`src/core/fasd_pkg.sv`:
```
// Package of opcode patterns, field positions and clock counts for the flag and add/sub decoder.
// What this block does
// - 10011111 copies flags into accumulator_high_byte, 2 clocks.
// - 10011110 stores accumulator_high_byte into flags, 3 clocks.
// - 1111001 sets carry, 2 clocks.
// - 1111101 sets direction flag, 2 clocks.
// - 1111011 sets interrupt enable, 8 clocks.
// - 000000dw register to register add, 2 clocks.
// - 0000000w register into memory add, 7 clocks.
// - 0000001w memory into register add, 6 clocks.
// - 100000sw reg 000 immediate add, 2/7 clocks.
// - 000100dw register add with carry, 2 clocks.
// - 0001000w add with carry into memory, 7.
// - 0001001w add with carry into register, 6.
// - 100000sw reg 010 immediate add with carry, 2/7.
// - 1111111w reg 000 increment 2/6; 01000 short 2.
// - 001010dw register subtract, 2 clocks.
package fasd_pkg;

	// ------------------------------------------------------------
	// Opcode patterns
	// ------------------------------------------------------------
	localparam logic [7:0] OP_FLAGS_READ   = 8'h9F;
	localparam logic [7:0] OP_FLAGS_STORE  = 8'h9E;
	localparam logic [6:0] OP_CARRY_SET    = 7'h79;
	localparam logic [6:0] OP_DIR_SET      = 7'h7D;
	localparam logic [6:0] OP_INT_SET      = 7'h7B;
	localparam logic [5:0] OP_ADD_RM       = 6'h00;
	localparam logic [5:0] OP_ADC_RM       = 6'h04;
	localparam logic [5:0] OP_SUB_RM       = 6'h0A;
	localparam logic [5:0] OP_IMM_GROUP    = 6'h20;
	localparam logic [6:0] OP_INC_GROUP    = 7'h7F;
	localparam logic [4:0] OP_INC_SHORT    = 5'h08;
	localparam logic [2:0] REG_ADD         = 3'h0;
	localparam logic [2:0] REG_ADC         = 3'h2;
	localparam logic [2:0] REG_INC         = 3'h0;
	localparam logic [1:0] MOD_REGISTER    = 2'h3;

	// ------------------------------------------------------------
	// Field positions
	// ------------------------------------------------------------
	localparam int W_BIT      = 0;
	localparam int D_BIT      = 1;
	localparam int MOD_HI     = 7;
	localparam int MOD_LO     = 6;
	localparam int REG_HI     = 5;
	localparam int REG_LO     = 3;
	localparam int CARRY_POS  = 0;
	localparam int INT_POS    = 9;
	localparam int DIR_POS    = 10;

	// ------------------------------------------------------------
	// Clock counts and reset values
	// ------------------------------------------------------------
	localparam logic [3:0] CLK_FLAGS_READ  = 4'h2;
	localparam logic [3:0] CLK_FLAGS_STORE = 4'h3;
	localparam logic [3:0] CLK_CARRY_SET   = 4'h2;
	localparam logic [3:0] CLK_DIR_SET     = 4'h2;
	localparam logic [3:0] CLK_INT_SET     = 4'h8;
	localparam logic [3:0] CLK_REG_REG     = 4'h2;
	localparam logic [3:0] CLK_REG_TO_MEM  = 4'h7;
	localparam logic [3:0] CLK_MEM_TO_REG  = 4'h6;
	localparam logic [3:0] CLK_IMM_MEM     = 4'h7;
	localparam logic [3:0] CLK_INC_MEM     = 4'h6;
	localparam logic [3:0] CLK_ONE         = 4'h1;
	localparam logic [15:0] FLAGS_RESET    = 16'h0002;
	localparam logic [7:0]  HIGH_BYTE_RESET = 8'h00;

	typedef enum logic [4:0] {
		FASD_OP_NONE        = 5'h00,
		FASD_OP_FLAGS_READ  = 5'h01,
		FASD_OP_FLAGS_STORE = 5'h02,
		FASD_OP_CARRY_SET   = 5'h03,
		FASD_OP_DIR_SET     = 5'h04,
		FASD_OP_INT_SET     = 5'h05,
		FASD_OP_ADD         = 5'h06,
		FASD_OP_ADC         = 5'h07,
		FASD_OP_INC         = 5'h08,
		FASD_OP_SUB         = 5'h09
	} fasd_op_t;

endpackage

```
`src/core/fasd_countdown.sv`:
```
// Down counter that holds an instruction busy for its clock count.
`timescale 1ns/1ps
module fasd_countdown (
	input  wire logic       clk_i,
	input  wire logic       rst_i,
	input  wire logic       load_i,
	input  wire logic [3:0] count_i,
	output logic            busy_o,
	output logic            last_o
);
	import fasd_pkg::*;

	logic [3:0] left_reg;

	always_ff @(posedge clk_i) begin
		if (rst_i) begin
			left_reg <= 4'h0;
		end else if (load_i) begin
			left_reg <= count_i;
		end else if (left_reg != 4'h0) begin
			left_reg <= left_reg - CLK_ONE;
		end
	end

	// Busy lasts as many cycles after the load edge as the value loaded.
	assign busy_o = (left_reg != 4'h0);
	assign last_o = (left_reg == CLK_ONE);
endmodule // fasd_countdown

```
`src/core/fasd_decoder.sv`:
```
// Top of the flag-control and add/subtract decoder with its cycle timing.
`timescale 1ns/1ps
module fasd_decoder (
	input  wire logic                 clk_i,
	input  wire logic                 rst_i,
	input  wire logic                 issue_i,
	input  wire logic [7:0]           opcode_i,
	input  wire logic [7:0]           modrm_i,
	input  wire logic [15:0]          flags_i,
	input  wire logic [7:0]           accumulator_high_byte_i,
	output logic                      ready_o,
	output logic                      done_o,
	output logic                      illegal_o,
	output fasd_pkg::fasd_op_t        op_o,
	output logic                      wide_o,
	output logic                      reg_is_dest_o,
	output logic                      mem_operand_o,
	output logic                      use_carry_o,
	output logic                      subtract_o,
	output logic                      imm_follows_o,
	output logic                      sign_extend_o,
	output logic [2:0]                reg_index_o,
	output logic [3:0]                clocks_o,
	output logic [15:0]               flags_o,
	output logic                      flags_we_o,
	output logic [7:0]                accumulator_high_byte_o,
	output logic                      accumulator_high_byte_we_o
);
	import fasd_pkg::*;

	// ------------------------------------------------------------
	// Field helpers
	// ------------------------------------------------------------
	// Any mode other than the register mode names a memory operand.
	function automatic logic is_mem(input logic [7:0] m);
		return m[MOD_HI:MOD_LO] != MOD_REGISTER;
	endfunction

	// The middle field names a register or extends the opcode.
	function automatic logic [2:0] reg_field(input logic [7:0] m);
		return m[REG_HI:REG_LO];
	endfunction

	// Two-operand and immediate forms carry their class in the top six bits.
	function automatic logic [5:0] group_field(input logic [7:0] o);
		return o[7:2];
	endfunction

	// Flag patterns are seven bits wide and sit in the low bits, so bit 7 is not decoded.
	function automatic logic [6:0] flag_field(input logic [7:0] o);
		return o[6:0];
	endfunction

	// Register forms take the short count; otherwise the direction bit picks the memory count.
	function automatic logic [3:0] alu_clocks(input logic mem, input logic d);
		return !mem ? CLK_REG_REG : (d ? CLK_MEM_TO_REG : CLK_REG_TO_MEM);
	endfunction

	// Decoded values before they are captured.
	fasd_op_t   op_next;
	logic [3:0] clk_next;
	logic       wide_next;
	logic       dest_next;
	logic       mem_next;
	logic       imm_next;
	logic       sext_next;
	logic       hit_next;
	logic [2:0] reg_next;
	// Form matches.
	logic       is_read_flags;
	logic       is_store_flags;
	logic       is_carry_set;
	logic       is_dir_set;
	logic       is_int_set;
	logic       is_alu;
	logic       is_imm;
	logic       is_inc_group;
	logic       is_inc_short;
	logic       is_sub_mem;
	logic       mem_form;
	// Count handling.
	logic [3:0] load_count;
	logic       busy;
	logic       last;
	logic       take;

	// ------------------------------------------------------------
	// Form match
	// ------------------------------------------------------------
	// Each form is matched apart, which keeps the priority chain below short.
	always_comb begin
		is_read_flags  = (opcode_i == OP_FLAGS_READ);
		is_store_flags = (opcode_i == OP_FLAGS_STORE);
		is_carry_set   = (flag_field(opcode_i) == OP_CARRY_SET);
		is_dir_set     = (flag_field(opcode_i) == OP_DIR_SET);
		is_int_set     = (flag_field(opcode_i) == OP_INT_SET);
		is_alu         = (group_field(opcode_i) == OP_ADD_RM)
			|| (group_field(opcode_i) == OP_ADC_RM)
			|| (group_field(opcode_i) == OP_SUB_RM);
		// Only add and add with carry of the immediate group belong here.
		is_imm         = (group_field(opcode_i) == OP_IMM_GROUP)
			&& (reg_field(modrm_i) == REG_ADD || reg_field(modrm_i) == REG_ADC);
		is_inc_group   = (opcode_i[7:1] == OP_INC_GROUP) && (reg_field(modrm_i) == REG_INC);
		is_inc_short   = (opcode_i[7:3] == OP_INC_SHORT);
		mem_form       = is_mem(modrm_i);
		// The memory forms of subtract lie outside this decoder.
		is_sub_mem     = (group_field(opcode_i) == OP_SUB_RM) && mem_form;
	end

	// ------------------------------------------------------------
	// Operation and count
	// ------------------------------------------------------------
	// Opcodes that match no form raise illegal and leave every output alone.
	always_comb begin
		op_next  = FASD_OP_NONE;
		clk_next = CLK_ONE;
		hit_next = 1'b1;
		if (is_read_flags) begin
			op_next  = FASD_OP_FLAGS_READ;
			clk_next = CLK_FLAGS_READ;
		end else if (is_store_flags) begin
			op_next  = FASD_OP_FLAGS_STORE;
			clk_next = CLK_FLAGS_STORE;
		end else if (is_carry_set) begin
			op_next  = FASD_OP_CARRY_SET;
			clk_next = CLK_CARRY_SET;
		end else if (is_dir_set) begin
			op_next  = FASD_OP_DIR_SET;
			clk_next = CLK_DIR_SET;
		end else if (is_int_set) begin
			op_next  = FASD_OP_INT_SET;
			clk_next = CLK_INT_SET;
		end else if (is_alu) begin
			if (group_field(opcode_i) == OP_ADD_RM) begin
				op_next = FASD_OP_ADD;
			end else if (group_field(opcode_i) == OP_ADC_RM) begin
				op_next = FASD_OP_ADC;
			end else begin
				op_next = FASD_OP_SUB;
			end
			clk_next = alu_clocks(mem_form, opcode_i[D_BIT]);
			hit_next = !is_sub_mem;
		end else if (is_imm) begin
			op_next  = (reg_field(modrm_i) == REG_ADD) ? FASD_OP_ADD : FASD_OP_ADC;
			clk_next = mem_form ? CLK_IMM_MEM : CLK_REG_REG;
		end else if (is_inc_group || is_inc_short) begin
			op_next  = FASD_OP_INC;
			clk_next = (is_inc_group && mem_form) ? CLK_INC_MEM : CLK_REG_REG;
		end else begin
			hit_next = 1'b0;
		end
	end

	// ------------------------------------------------------------
	// Operand fields
	// ------------------------------------------------------------
	// Immediate and increment group forms use the middle field as opcode, so no register is named.
	always_comb begin
		wide_next = opcode_i[W_BIT];
		dest_next = opcode_i[D_BIT];
		mem_next  = 1'b0;
		imm_next  = 1'b0;
		sext_next = 1'b0;
		reg_next  = reg_field(modrm_i);
		if (is_alu) begin
			mem_next = mem_form;
		end else if (is_imm) begin
			mem_next  = mem_form;
			imm_next  = 1'b1;
			sext_next = opcode_i[D_BIT];
			dest_next = 1'b0;
			reg_next  = 3'h0;
		end else if (is_inc_group) begin
			mem_next  = mem_form;
			dest_next = 1'b0;
			reg_next  = 3'h0;
		end else if (is_inc_short) begin
			// The short increment names its register in the opcode and works at full size.
			wide_next = 1'b1;
			dest_next = 1'b1;
			reg_next  = opcode_i[2:0];
		end
	end

	// ------------------------------------------------------------
	// Timing
	// ------------------------------------------------------------
	// A new opcode is only accepted once the previous one has used up its count.
	assign take = issue_i && ready_o && hit_next;

	// Loading one less than the count lets done and ready rise in the count's last cycle.
	assign load_count = clk_next - CLK_ONE;

	fasd_countdown fasd_countdown_i (
		.clk_i   (clk_i),
		.rst_i   (rst_i),
		.load_i  (take),
		.count_i (load_count),
		.busy_o  (busy),
		.last_o  (last)
	);

	// Ready returns together with done, so a new opcode may issue in the done cycle.
	always_ff @(posedge clk_i) begin
		if (rst_i) begin
			ready_o <= 1'b1;
			done_o  <= 1'b0;
		end else begin
			ready_o <= !(take || (busy && !last));
			done_o  <= last && !take;
		end
	end

	// An unrecognised opcode only pulses illegal; no other state or output changes.
	always_ff @(posedge clk_i) begin
		if (rst_i) begin
			illegal_o <= 1'b0;
		end else begin
			illegal_o <= issue_i && ready_o && !hit_next;
		end
	end

	// ------------------------------------------------------------
	// Decoded fields
	// ------------------------------------------------------------
	// Fields are captured only on a take, so they stand until the next accepted opcode.
	always_ff @(posedge clk_i) begin
		if (rst_i) begin
			op_o          <= FASD_OP_NONE;
			wide_o        <= 1'b0;
			reg_is_dest_o <= 1'b0;
			mem_operand_o <= 1'b0;
			use_carry_o   <= 1'b0;
			subtract_o    <= 1'b0;
			imm_follows_o <= 1'b0;
			sign_extend_o <= 1'b0;
			reg_index_o   <= 3'h0;
			clocks_o      <= 4'h0;
		end else if (take) begin
			op_o          <= op_next;
			wide_o        <= wide_next;
			reg_is_dest_o <= dest_next;
			mem_operand_o <= mem_next;
			use_carry_o   <= (op_next == FASD_OP_ADC);
			subtract_o    <= (op_next == FASD_OP_SUB);
			imm_follows_o <= imm_next;
			sign_extend_o <= sext_next;
			reg_index_o   <= reg_next;
			clocks_o      <= clk_next;
		end
	end

	// ------------------------------------------------------------
	// Flag and accumulator high byte effects
	// ------------------------------------------------------------
	// Writes land on the issue edge; the core must not read flags again until done.
	always_ff @(posedge clk_i) begin
		if (rst_i) begin
			flags_o    <= FLAGS_RESET;
			flags_we_o <= 1'b0;
		end else begin
			flags_we_o <= 1'b0;
			if (take) begin
				unique case (op_next)
					FASD_OP_FLAGS_STORE: begin
						flags_o    <= {flags_i[15:8], accumulator_high_byte_i};
						flags_we_o <= 1'b1;
					end
					FASD_OP_CARRY_SET: begin
						flags_o            <= flags_i;
						flags_o[CARRY_POS] <= 1'b1;
						flags_we_o         <= 1'b1;
					end
					FASD_OP_DIR_SET: begin
						flags_o          <= flags_i;
						flags_o[DIR_POS] <= 1'b1;
						flags_we_o       <= 1'b1;
					end
					FASD_OP_INT_SET: begin
						flags_o          <= flags_i;
						flags_o[INT_POS] <= 1'b1;
						flags_we_o       <= 1'b1;
					end
					default: begin
						flags_o <= flags_o;
					end
				endcase
			end
		end
	end

	// A flags read returns the low byte of the flags word sampled at issue.
	always_ff @(posedge clk_i) begin
		if (rst_i) begin
			accumulator_high_byte_o    <= HIGH_BYTE_RESET;
			accumulator_high_byte_we_o <= 1'b0;
		end else begin
			accumulator_high_byte_we_o <= take && (op_next == FASD_OP_FLAGS_READ);
			if (take && op_next == FASD_OP_FLAGS_READ) begin
				accumulator_high_byte_o <= flags_i[7:0];
			end
		end
	end
endmodule // fasd_decoder

```
`config.mk`:
```
export PLATFORM = sky130hd
export DESIGN_NAME = fasd_decoder
export DESIGN_NICKNAME = d
export VERILOG_FILES = /design/src/core/fasd_pkg.sv /design/src/core/fasd_countdown.sv /design/src/core/fasd_decoder.sv
export SDC_FILE = /design/constraint.sdc
export NUM_CORES = 1
export LEC_CHECK = 0
export CAP_MARGIN = 15
export CORE_MARGIN = 1
export CORE_UTILIZATION = 42
export DETAILED_ROUTE_END_ITERATION = 8
export DONT_BUFFER_PORTS = 1
export PLACE_DENSITY = 0.67
export SYNTH_ARGS = -nofsm -noshare
export SYNTH_HDL_FRONTEND = slang
export SYNTH_SLANG_ARGS = --single-unit
```
`constraint.sdc`:
```
create_clock -name clk_i -period 2 [get_ports clk_i]
set_input_delay 0 -clock clk_i [delete_from_list [all_inputs] [get_ports clk_i]]
set_output_delay 0 -clock clk_i [all_outputs]
set_load 0.005 [all_outputs]
```
; Yosys cells after proc, flatten, opt, wreduce, memory -nomap -nowiden
; Cells that the tools add are included.
[totals]
elab_cells = 123
in_bits = 43
register_bits = 52
latch_bits = 0
output_inout_bits = 48
ram_bits = 0
mem_count = 0
mem_bits_ro = 0
[op_classes]
n_addsub = 2
n_mul = 0
reduce_logical = 28
eq_ne = 20
mux = 54
shifts = 0
bitwise_logic = 1
magnitude_cmp = 0
n_div = 0
[op_table]
columns = operator, count
row1 = $pmux W16 S4, 1
row2 = $mux W4, 11
row3 = $mux W3, 10
row4 = $mux W5, 6
row5 = $eq A7 B7 Y1 const B, 4
row6 = $mux W1, 26
row7 = $eq A8 B8 Y1 const B, 2
row8 = $eq A5 B3 Y1 const B, 3
row9 = $eq A5 B2 Y1 const B, 2
row10 = $eq A5 B4 Y1 const B, 2
row11 = $logic_and A1 B1 Y1, 10
row12 = $reduce_bool A4 Y1, 2
row13 = $sub A4 B1 Y4 const B, 2
row14 = $eq A6 B3 Y1 const B, 1
row15 = $eq A6 B4 Y1 const B, 1
row16 = $eq A6 B6 Y1 const B, 1
row17 = $logic_not A6 Y1, 1
row18 = $eq A5 B1 Y1 const B, 1
row19 = $logic_not A1 Y1, 5
row20 = $logic_or A1 B1 Y1, 5
row21 = $eq A4 B1 Y1 const B, 1
row22 = $reduce_or A4 Y1, 1
row23 = $eq A3 B2 Y1 const B, 1
row24 = $logic_not A3 Y1, 1
row25 = other kinds (5), 5

; Longest topological paths before layout
; Gate-level depths: netlist (run 1).
[depth]
word_depth = 14
depth_mapped = 9
depth_no_buf = 7

; Cells and area by module
; From an unflattened synthesis (run 1), not the netlist that was laid out.
[hier_totals]
cells_unflattened = 278
area_unflattened_um2 = 2529.9
[modules_own_cells]
columns = module, instances, area_each_um2, cells_per_inst, seq_area_each_um2
row1 = fasd_decoder, 1, 2279.7, 250, 940.9
row2 = fasd_countdown, 1, 250.2, 28, 80.1

; Worst setup path after synthesis (run 1)
; No wires, ideal clock.
[synth_path]
path_type = input to register
from = input port modrm_i[4]
to = register reg_is_dest_o
required_ns = 1.930
cell_stages = 6
n_path_buf = 0
slack_ns = 0.234
arrival_time_ns = 1.696
setup_ns = 0.070
path_cell_list = or3_4 > nor4_4 > o41ai_4 > a21o_1 > or4_1 > a21oi_1
[synth_between]
elab_chain_cells = 12
word_cells_on_any_way = 18
classes_between = eq/ne (1) / mux (11) / reduce/logical (6)
[synth_rtl]
columns = item, line
row1 = from (decl), fasd_decoder.sv:8  ; input wire logic [7:0] modrm_i,
row2 = $logic_not A3 Y1, "fasd_decoder.sv:102, fasd_decoder.sv:103"
row3 = $logic_and A1 B1 Y1, fasd_decoder.sv:103  ; is_inc_group = (opcode_i[7:1] == OP_INC_GROUP) && (reg_field(modrm_i) == REG_INC);
row4 = $logic_or A1 B1 Y1, fasd_decoder.sv:146  ; end else if (is_inc_group || is_inc_short) begin
row5 = $mux W1, fasd_decoder.sv:146
row6 = $mux W1, fasd_decoder.sv:143  ; end else if (is_imm) begin
row7 = $mux W1, fasd_decoder.sv:133  ; end else if (is_alu) begin
row8 = $mux W1, fasd_decoder.sv:130  ; end else if (is_int_set) begin
row9 = $mux W1, fasd_decoder.sv:127  ; end else if (is_dir_set) begin
row10 = $mux W1, fasd_decoder.sv:124  ; end else if (is_carry_set) begin
row11 = $mux W1, fasd_decoder.sv:121  ; end else if (is_store_flags) begin
row12 = $mux W1, fasd_decoder.sv:118  ; if (is_read_flags) begin
row13 = $logic_and A1 B1 Y1, fasd_decoder.sv:189  ; assign take = issue_i && ready_o && hit_next;
row14 = to (signal assigned), fasd_decoder.sv:242  ; reg_is_dest_o <= dest_next;
row15 = to (decl), fasd_decoder.sv:16  ; output logic reg_is_dest_o,
; Several ways; a longest one is shown, not always the timed one.
; A chain may end at the register's enable or synchronous reset.

; Worst setup path after layout (run 1)
[layout_path]
from = input port opcode_i[3]
to = register wide_o
[layout_between]
elab_chain_cells = 12
word_cells_on_any_way = 31
classes_between = eq/ne (10) / mux (12) / reduce/logical (9)
[layout_rtl]
columns = item, line
row1 = from (decl), fasd_decoder.sv:7  ; input wire logic [7:0] opcode_i,
row2 = $eq A7 B7 Y1, fasd_decoder.sv:103
row3 = $logic_and A1 B1 Y1, fasd_decoder.sv:103
row4 = $logic_or A1 B1 Y1, fasd_decoder.sv:146
row5 = $mux W1, fasd_decoder.sv:146
row6 = $mux W1, fasd_decoder.sv:143
row7 = $mux W1, fasd_decoder.sv:133
row8 = $mux W1, fasd_decoder.sv:130
row9 = $mux W1, fasd_decoder.sv:127
row10 = $mux W1, fasd_decoder.sv:124
row11 = $mux W1, fasd_decoder.sv:121
row12 = $mux W1, fasd_decoder.sv:118
row13 = $logic_and A1 B1 Y1, fasd_decoder.sv:189
row14 = to (signal assigned), fasd_decoder.sv:241  ; wide_o <= wide_next;
row15 = to (decl), fasd_decoder.sv:15  ; output logic wide_o,
; Several ways; a longest one is shown, not always the timed one.

==> impl_metrics.tcl, run 1 <==
set metrics [dict create \
    ant_nets 0 \
    clkLatencyLatePin_ps 310 \
    grt_pass1_wl_um 10200 \
    synth.mux.area_fraction_pct 6.17 \
    area_growth_pct 27.0 \
    timing.final.ws_setup_ps 133 \
    clkTransAtPathRegs_ps 100 \
    coreArea_um2 5540 \
    finalCritPeriodShare_pct 93.3 \
    ys_types 49 \
    initial_core_util_pct 43.9 \
    critPathKind "input pin to register" \
    tns_ps 0 \
    cts_buffers 5 \
    die_w_um 78.1 \
    vias_per_cell 5.48 \
    crit_path_end_kind "register" \
    placed_area_um2 2530 \
    ys_ff_latch 51 \
    antenna_found_initial 0 \
    worstPathArrival_ps 2120 \
    yosys.area_share.adder_pct 2.06 \
    r2r_slack_ps 200 \
    peakVddDrop_mv 0.409 \
    outcome "finished, final reports clean" \
    drive_gt1_share_pct 9.79 \
    htreeDepth 2 \
    rr_worst_depth 6 \
    synth_seq_area_share_pct 42.0 \
    yosys_warnings 0 \
    final_area_um2 3090 \
    place.gp.congestion 0.814 \
    io_pins 91 \
    clock_path_buffers 2 \
    placed_cells 349 \
    synth_area_per_cell_um2 8.48 \
    largest_reg_flops 16 \
    yosys.area_share.simple_pct 26.0 \
    min_period_ps 1870 \
    place_hpwl_um 3880 \
    cap_violations 0 \
    dpl_worst_slack_ps 96.7 \
    drt-total-wl_um 6150 \
    max_freq_mhz 536 \
    p_leak_uw 0.00107 \
    regMostFlops "flags_o" \
    slew_violations 0 \
    synthesis.area_um2 2430 \
    hold_viol 0 \
    vias 2187 \
    syn_nets 334 \
    dieArea_um2 6100 \
    rsz0062_at_grt "no" \
    timing.critical_path.to "wide_o$_SDFFE_PP0N_" \
    hold_path_class "input pin to register" \
    synth_xor_area_share_pct 1.08 \
    required_ps 2250 \
    skew_ps 6.97 \
    clock-sinks 51 \
    row_count 27 \
    relSlewSlack_pct 65.6 \
    worstMarginPinSlew_ps 511 \
    grt_usage_pct 20.8 \
    power.density_nw_per_um2 766 \
    die_h_um 78.1 \
    synth_edf_count 0 \
    route.detailed.wl_per_inst_um 15.4 \
    synth_top_flop_cell "dfxtp_1" \
    start_kind "input pin" \
    n_fill_cell 516 \
    syn_inst 287 \
    crit_fanout 25 \
    startpoint "opcode_i[3]" \
    grt_start_max_net_pins 60 \
    fin_nets 373 \
    synth-compound-area-share_pct 17.5 \
    gr-total-overflow 0 \
    io_buffers 0 \
    async_flop_share_pct 0 \
    drc 0 \
    grt_pass1_vias 2093 \
    synth_top_family_by_area "simple AND/OR/NAND/NOR gates" \
    r2r_end "wide_o$_SDFFE_PP0N_" \
    root_buffer "clkbuf_8" \
    r2r-start "ready_o$_SDFF_PP1_" \
    final_cells 399 \
    largestRegisters "flags_o: 16 flops, accumulator_high_byte_o: 8 flops" \
    cts_tree "done" \
    drt_iter0_drc 114 \
    detailedRoute.firstPassIterationCount 4 \
    n_antenna_cell 0 \
    setup_violations 0 \
]
## power by group
group          switching, uW  total [uW]  internal (uW)
logic                    248         483            236
registers               51.8        1140           1090
clock network            366         743            377
## cells by family after synthesis
logic type      count (synthesis)
buf+inv                        28
other cells                     1
xor+xnor                        3
simple gates                  123
mux                            15
flops                          51
fa+ha+maj                       4
compound gates                 62
## Yosys cell counts, drive strengths merged (2+ instances only)
master  number  area share [%]
and3         2            0.51
and3b        2            0.72
nor2        24             3.7
a221oi       2            0.72
clkbuf      10             1.6
nand3        5             1.0
nor4         4             1.6
or3          3            0.98
nand2       42             6.5
mux2i       15             6.2
nand2b      18             4.6
nand4        3            0.77
buf         11             2.4
a211oi      10             3.1
a21o         2            0.62
a311oi       3             1.1
o211ai       3            0.93
nor4b        2            0.98
nor3        10             2.1
a21oi       27             5.7
and2         2            0.51
inv          7             1.1
dfxtp       51              42
o21ai        4            0.82
o21a         2            0.67
xnor2        3             1.1
o21bai       2            0.62
ha           4             2.1
## cells in the final DEF, fill, tap and decap left out, drive strengths merged, types with 3 or more instances in the layout
cell         count
o211ai           3
o21ai            4
buf             12
ha               4
xnor2            3
clkbuf           5
a21oi           27
nand4            3
a211oi          10
dfxtp           51
nand3            5
mux2i           15
nand2           42
dlygate4sd3     41
inv              8
nor2            24
nand2b          18
a311oi           3
or3              3
nor3            10
nor4             4
## area by class of cell
class / count / area (um^2) / area share, %
Multi-Input combinational cell: 208 / 1310 / 42.4
Sequential cell: 51 / 1020 / 33.1
Timing Repair Buffer: 53 / 526 / 17.0
Tap cell: 72 / 90.1 / 2.92
Clock buffer: 5 / 68.8 / 2.23
Clock inverter: 3 / 46.3 / 1.50
Inverter: 7 / 26.3 / 0.851
## routing by layer
metal / vias up / part of all wire, % / track usage (%)
li1: 1077 / - / -
met1: 1027 / 43 / 25.9
met2: 74 / 49 / 34.8
met3: 9 / 7.3 / 5.58
met4: 0 / 1.3 / 6.67
met5: - / 0 / 0
## how the worst min path moves through the flow
stage,start,endpoint,slack [ps],cells after the start
5_1_grt,accumulator_high_byte_i[0],flags_o[0]$_SDFFE_PP0P_,10,2
3_5_place_dp,rst_i,sign_extend_o$_SDFFE_PP0N_,80,1
3_3_place_gp,rst_i,subtract_o$_SDFFE_PP0N_,80,1
4_1_cts,opcode_i[7],subtract_o$_SDFFE_PP0N_,0.5,4
2_1_floorplan,flags_i[11],flags_o[11]$_SDFFE_PP0P_,140,2
6_report,accumulator_high_byte_i[0],flags_o[0]$_SDFFE_PP0P_,0.5,2
## through the flow
step	utilization (%)	total power, uW	hold slack [ps]
3_3_place_gp	45.7	1540	76.1
2_1_floorplan	-	1500	136
6_report	55.7	2360	0.498
5_1_grt	55.7	2510	13.0
3_5_place_dp	45.7	1550	78.2
4_1_cts	55.5	2380	0.465
## repair_timing
action                     4_1_cts  5_1_grt
resized for setup                0        4
hold endpoints to repair        51        0
setup endpoints to repair        0        4
hold buffers                    42        0
buffers inserted                 0        0
## critical path, stage by stage
cell and delay [ps]:
and3b_1 200, o21a_2 260, o41ai_4 510, a21oi_2 130, buf_12 180, a311oi_1 250, dlygate4sd3_1 580
Note: power is estimated with default switching activity, not from simulation.
==> run 2: changes to the inputs <==
--- a/config.mk
+++ b/config.mk
@@ -10,7 +10,7 @@
 export CORE_UTILIZATION = 42
 export DETAILED_ROUTE_END_ITERATION = 8
 export DONT_BUFFER_PORTS = 1
-export PLACE_DENSITY = 0.67
+export PLACE_DENSITY = 0.62
 export SYNTH_ARGS = -nofsm -noshare
 export SYNTH_HDL_FRONTEND = slang
 export SYNTH_SLANG_ARGS = --single-unit
==> impl_metrics.tcl, run 2 (synthesis gave the netlist of run 1 again) <==
set metrics [dict create \
    htreeDepth 2 \
    root_buffer "clkbuf_8" \
    cts_setup_buffers 0 \
    p_total_uw 2390 \
    drive_gt1_share_pct 8.81 \
    tns_ps 0 \
    regMostFlops "flags_o" \
    largest_reg_flops 16 \
    cap_violations 0 \
    grt_usage_pct 20.8 \
    clock_path_buffers 2 \
    peakVddDrop_mv 0.376 \
    critPathKind "input pin to register" \
    initial_core_util_pct 43.9 \
    hold_buffers 44 \
    area_growth_pct 27.1 \
    place_hpwl_um 3920 \
    min_period_ps 1860 \
    rsz0062_at_grt "no" \
    layout_commonest_cell "dfxtp_1" \
    coreArea_um2 5540 \
    drt-total-wl_um 6100 \
    clkLatencyLatePin_ps 300 \
    largestRegisters "flags_o: 16 flops, accumulator_high_byte_o: 8 flops" \
    required_ps 2240 \
    layout_common_cells "dfxtp_1 (51), dlygate4sd3_1 (43), nand2_1 (42)" \
    setup_violations 0 \
    antenna_found_initial 0 \
    start_kind "input pin" \
    cts_buffers 5 \
    slew_violations 0 \
    grt_pass1_vias 2120 \
    detailedRoute.firstPassIterationCount 4 \
    power.density_nw_per_um2 774 \
    multi_input_area_um2 1300 \
    seqCellArea_um2 1020 \
    hold_viol 0 \
    hold_path_class "input pin to register" \
    crit_fanout 9 \
    io_pins 91 \
    fin_util_pct 55.8 \
    route.detailed.wl_per_inst_um 15.2 \
    clkTransAtPathRegs_ps 100 \
    gr-total-overflow 0 \
    vias_per_cell 5.30 \
    ant_nets 0 \
    grt_pass1_wl_um 10100 \
    io_buffers 0 \
    fin_nets 375 \
    max_freq_mhz 538 \
    grt_start_max_net_pins 60 \
    cts-resized-gates 0 \
    row_count 27 \
    clock-sinks 51 \
    p_leak_uw 0.00108 \
    skew_ps 8.32 \
    die_h_um 78.1 \
    worstMarginPinSlew_ps 522 \
    crit_path_end_kind "register" \
    finalCritPeriodShare_pct 92.9 \
    vias 2127 \
    n_fill_cell 526 \
    place.gp.congestion 0.800 \
    die_w_um 78.1 \
    outcome "finished, final reports clean" \
    drc 0 \
    relSlewSlack_pct 64.8 \
    drt_iter0_drc 98 \
    dieArea_um2 6100 \
    worstPathArrival_ps 2100 \
    cts_tree "done" \
    n_antenna_cell 0 \
]
[run 2: changes by cell type in the layout (fill, tap and decap cells not counted), sizes merged]
cell         previous run  this run
clkinvlp                1         0
dlygate4sd3            41        43
clkbuf                  5         6
[run 2: path summary, 6_finish.rpt]
check	startpoint	end	slack, ps	cells past startpoint
worst max-delay path	opcode_i[3]	reg_index_o[0]$_SDFFE_PP0N_	140	8
worst min register to register	sign_extend_o$_SDFFE_PP0N_	sign_extend_o$_SDFFE_PP0N_	470	2
worst min-delay path	rst_i	flags_o[0]$_SDFFE_PP0P_	10	2
worst max register to register	ready_o$_SDFF_PP1_	reg_index_o[0]$_SDFFE_PP0N_	210	6
[run 2: area by class of cell]
type / count / area share [%]
Clock inverter: 2 / 1.26
Timing Repair Buffer: 55 / 17.2
Inverter: 7 / 0.850
Sequential cell: 51 / 33.0
Tap cell: 72 / 2.91
Multi-Input combinational cell: 208 / 42.0
Clock buffer: 6 / 2.67
[run 2: metrics by stage]
step           area [um^2]  setup slack, ps  hold WS, ps  cells
2_1_floorplan         2430              234          136    287
3_3_place_gp          2520              175         75.9    349
4_1_cts               3090              210         3.09    401
6_report              3090              142         12.9    401
5_1_grt               3090             16.4         22.1    401
3_5_place_dp          2520             93.4         78.8    349
[run 2: metal layers]
layer | wire length (um) | share of wire (%) | up-vias | GRT usage (%)
met5 | 0 | 0 | - | 0
met2 | 2910 | 48 | 71 | 35.5
met1 | 2680 | 44 | 964 | 25.4
met3 | 400 | 6.6 | 10 | 5.58
li1 | - | - | 1082 | -
met4 | 107 | 1.8 | 0 | 6.48
[run 2: where the power goes]
| part | internal, uW | switching [uW] | total (uW) |
|---|---|---|---|
| logic | 236 | 253 | 489 |
| registers | 1090 | 48.6 | 1130 |
| clock network | 412 | 356 | 768 |
| total | 1730 | 657 | 2390 |
[run 2: worst max-delay path: stages]
cell,delay (ps)
nor3_1,250
and3_1,450
o41ai_4,180
a21oi_2,180
buf_4,160
nor2_1,50
a311oi_1,230
dlygate4sd3_1,600
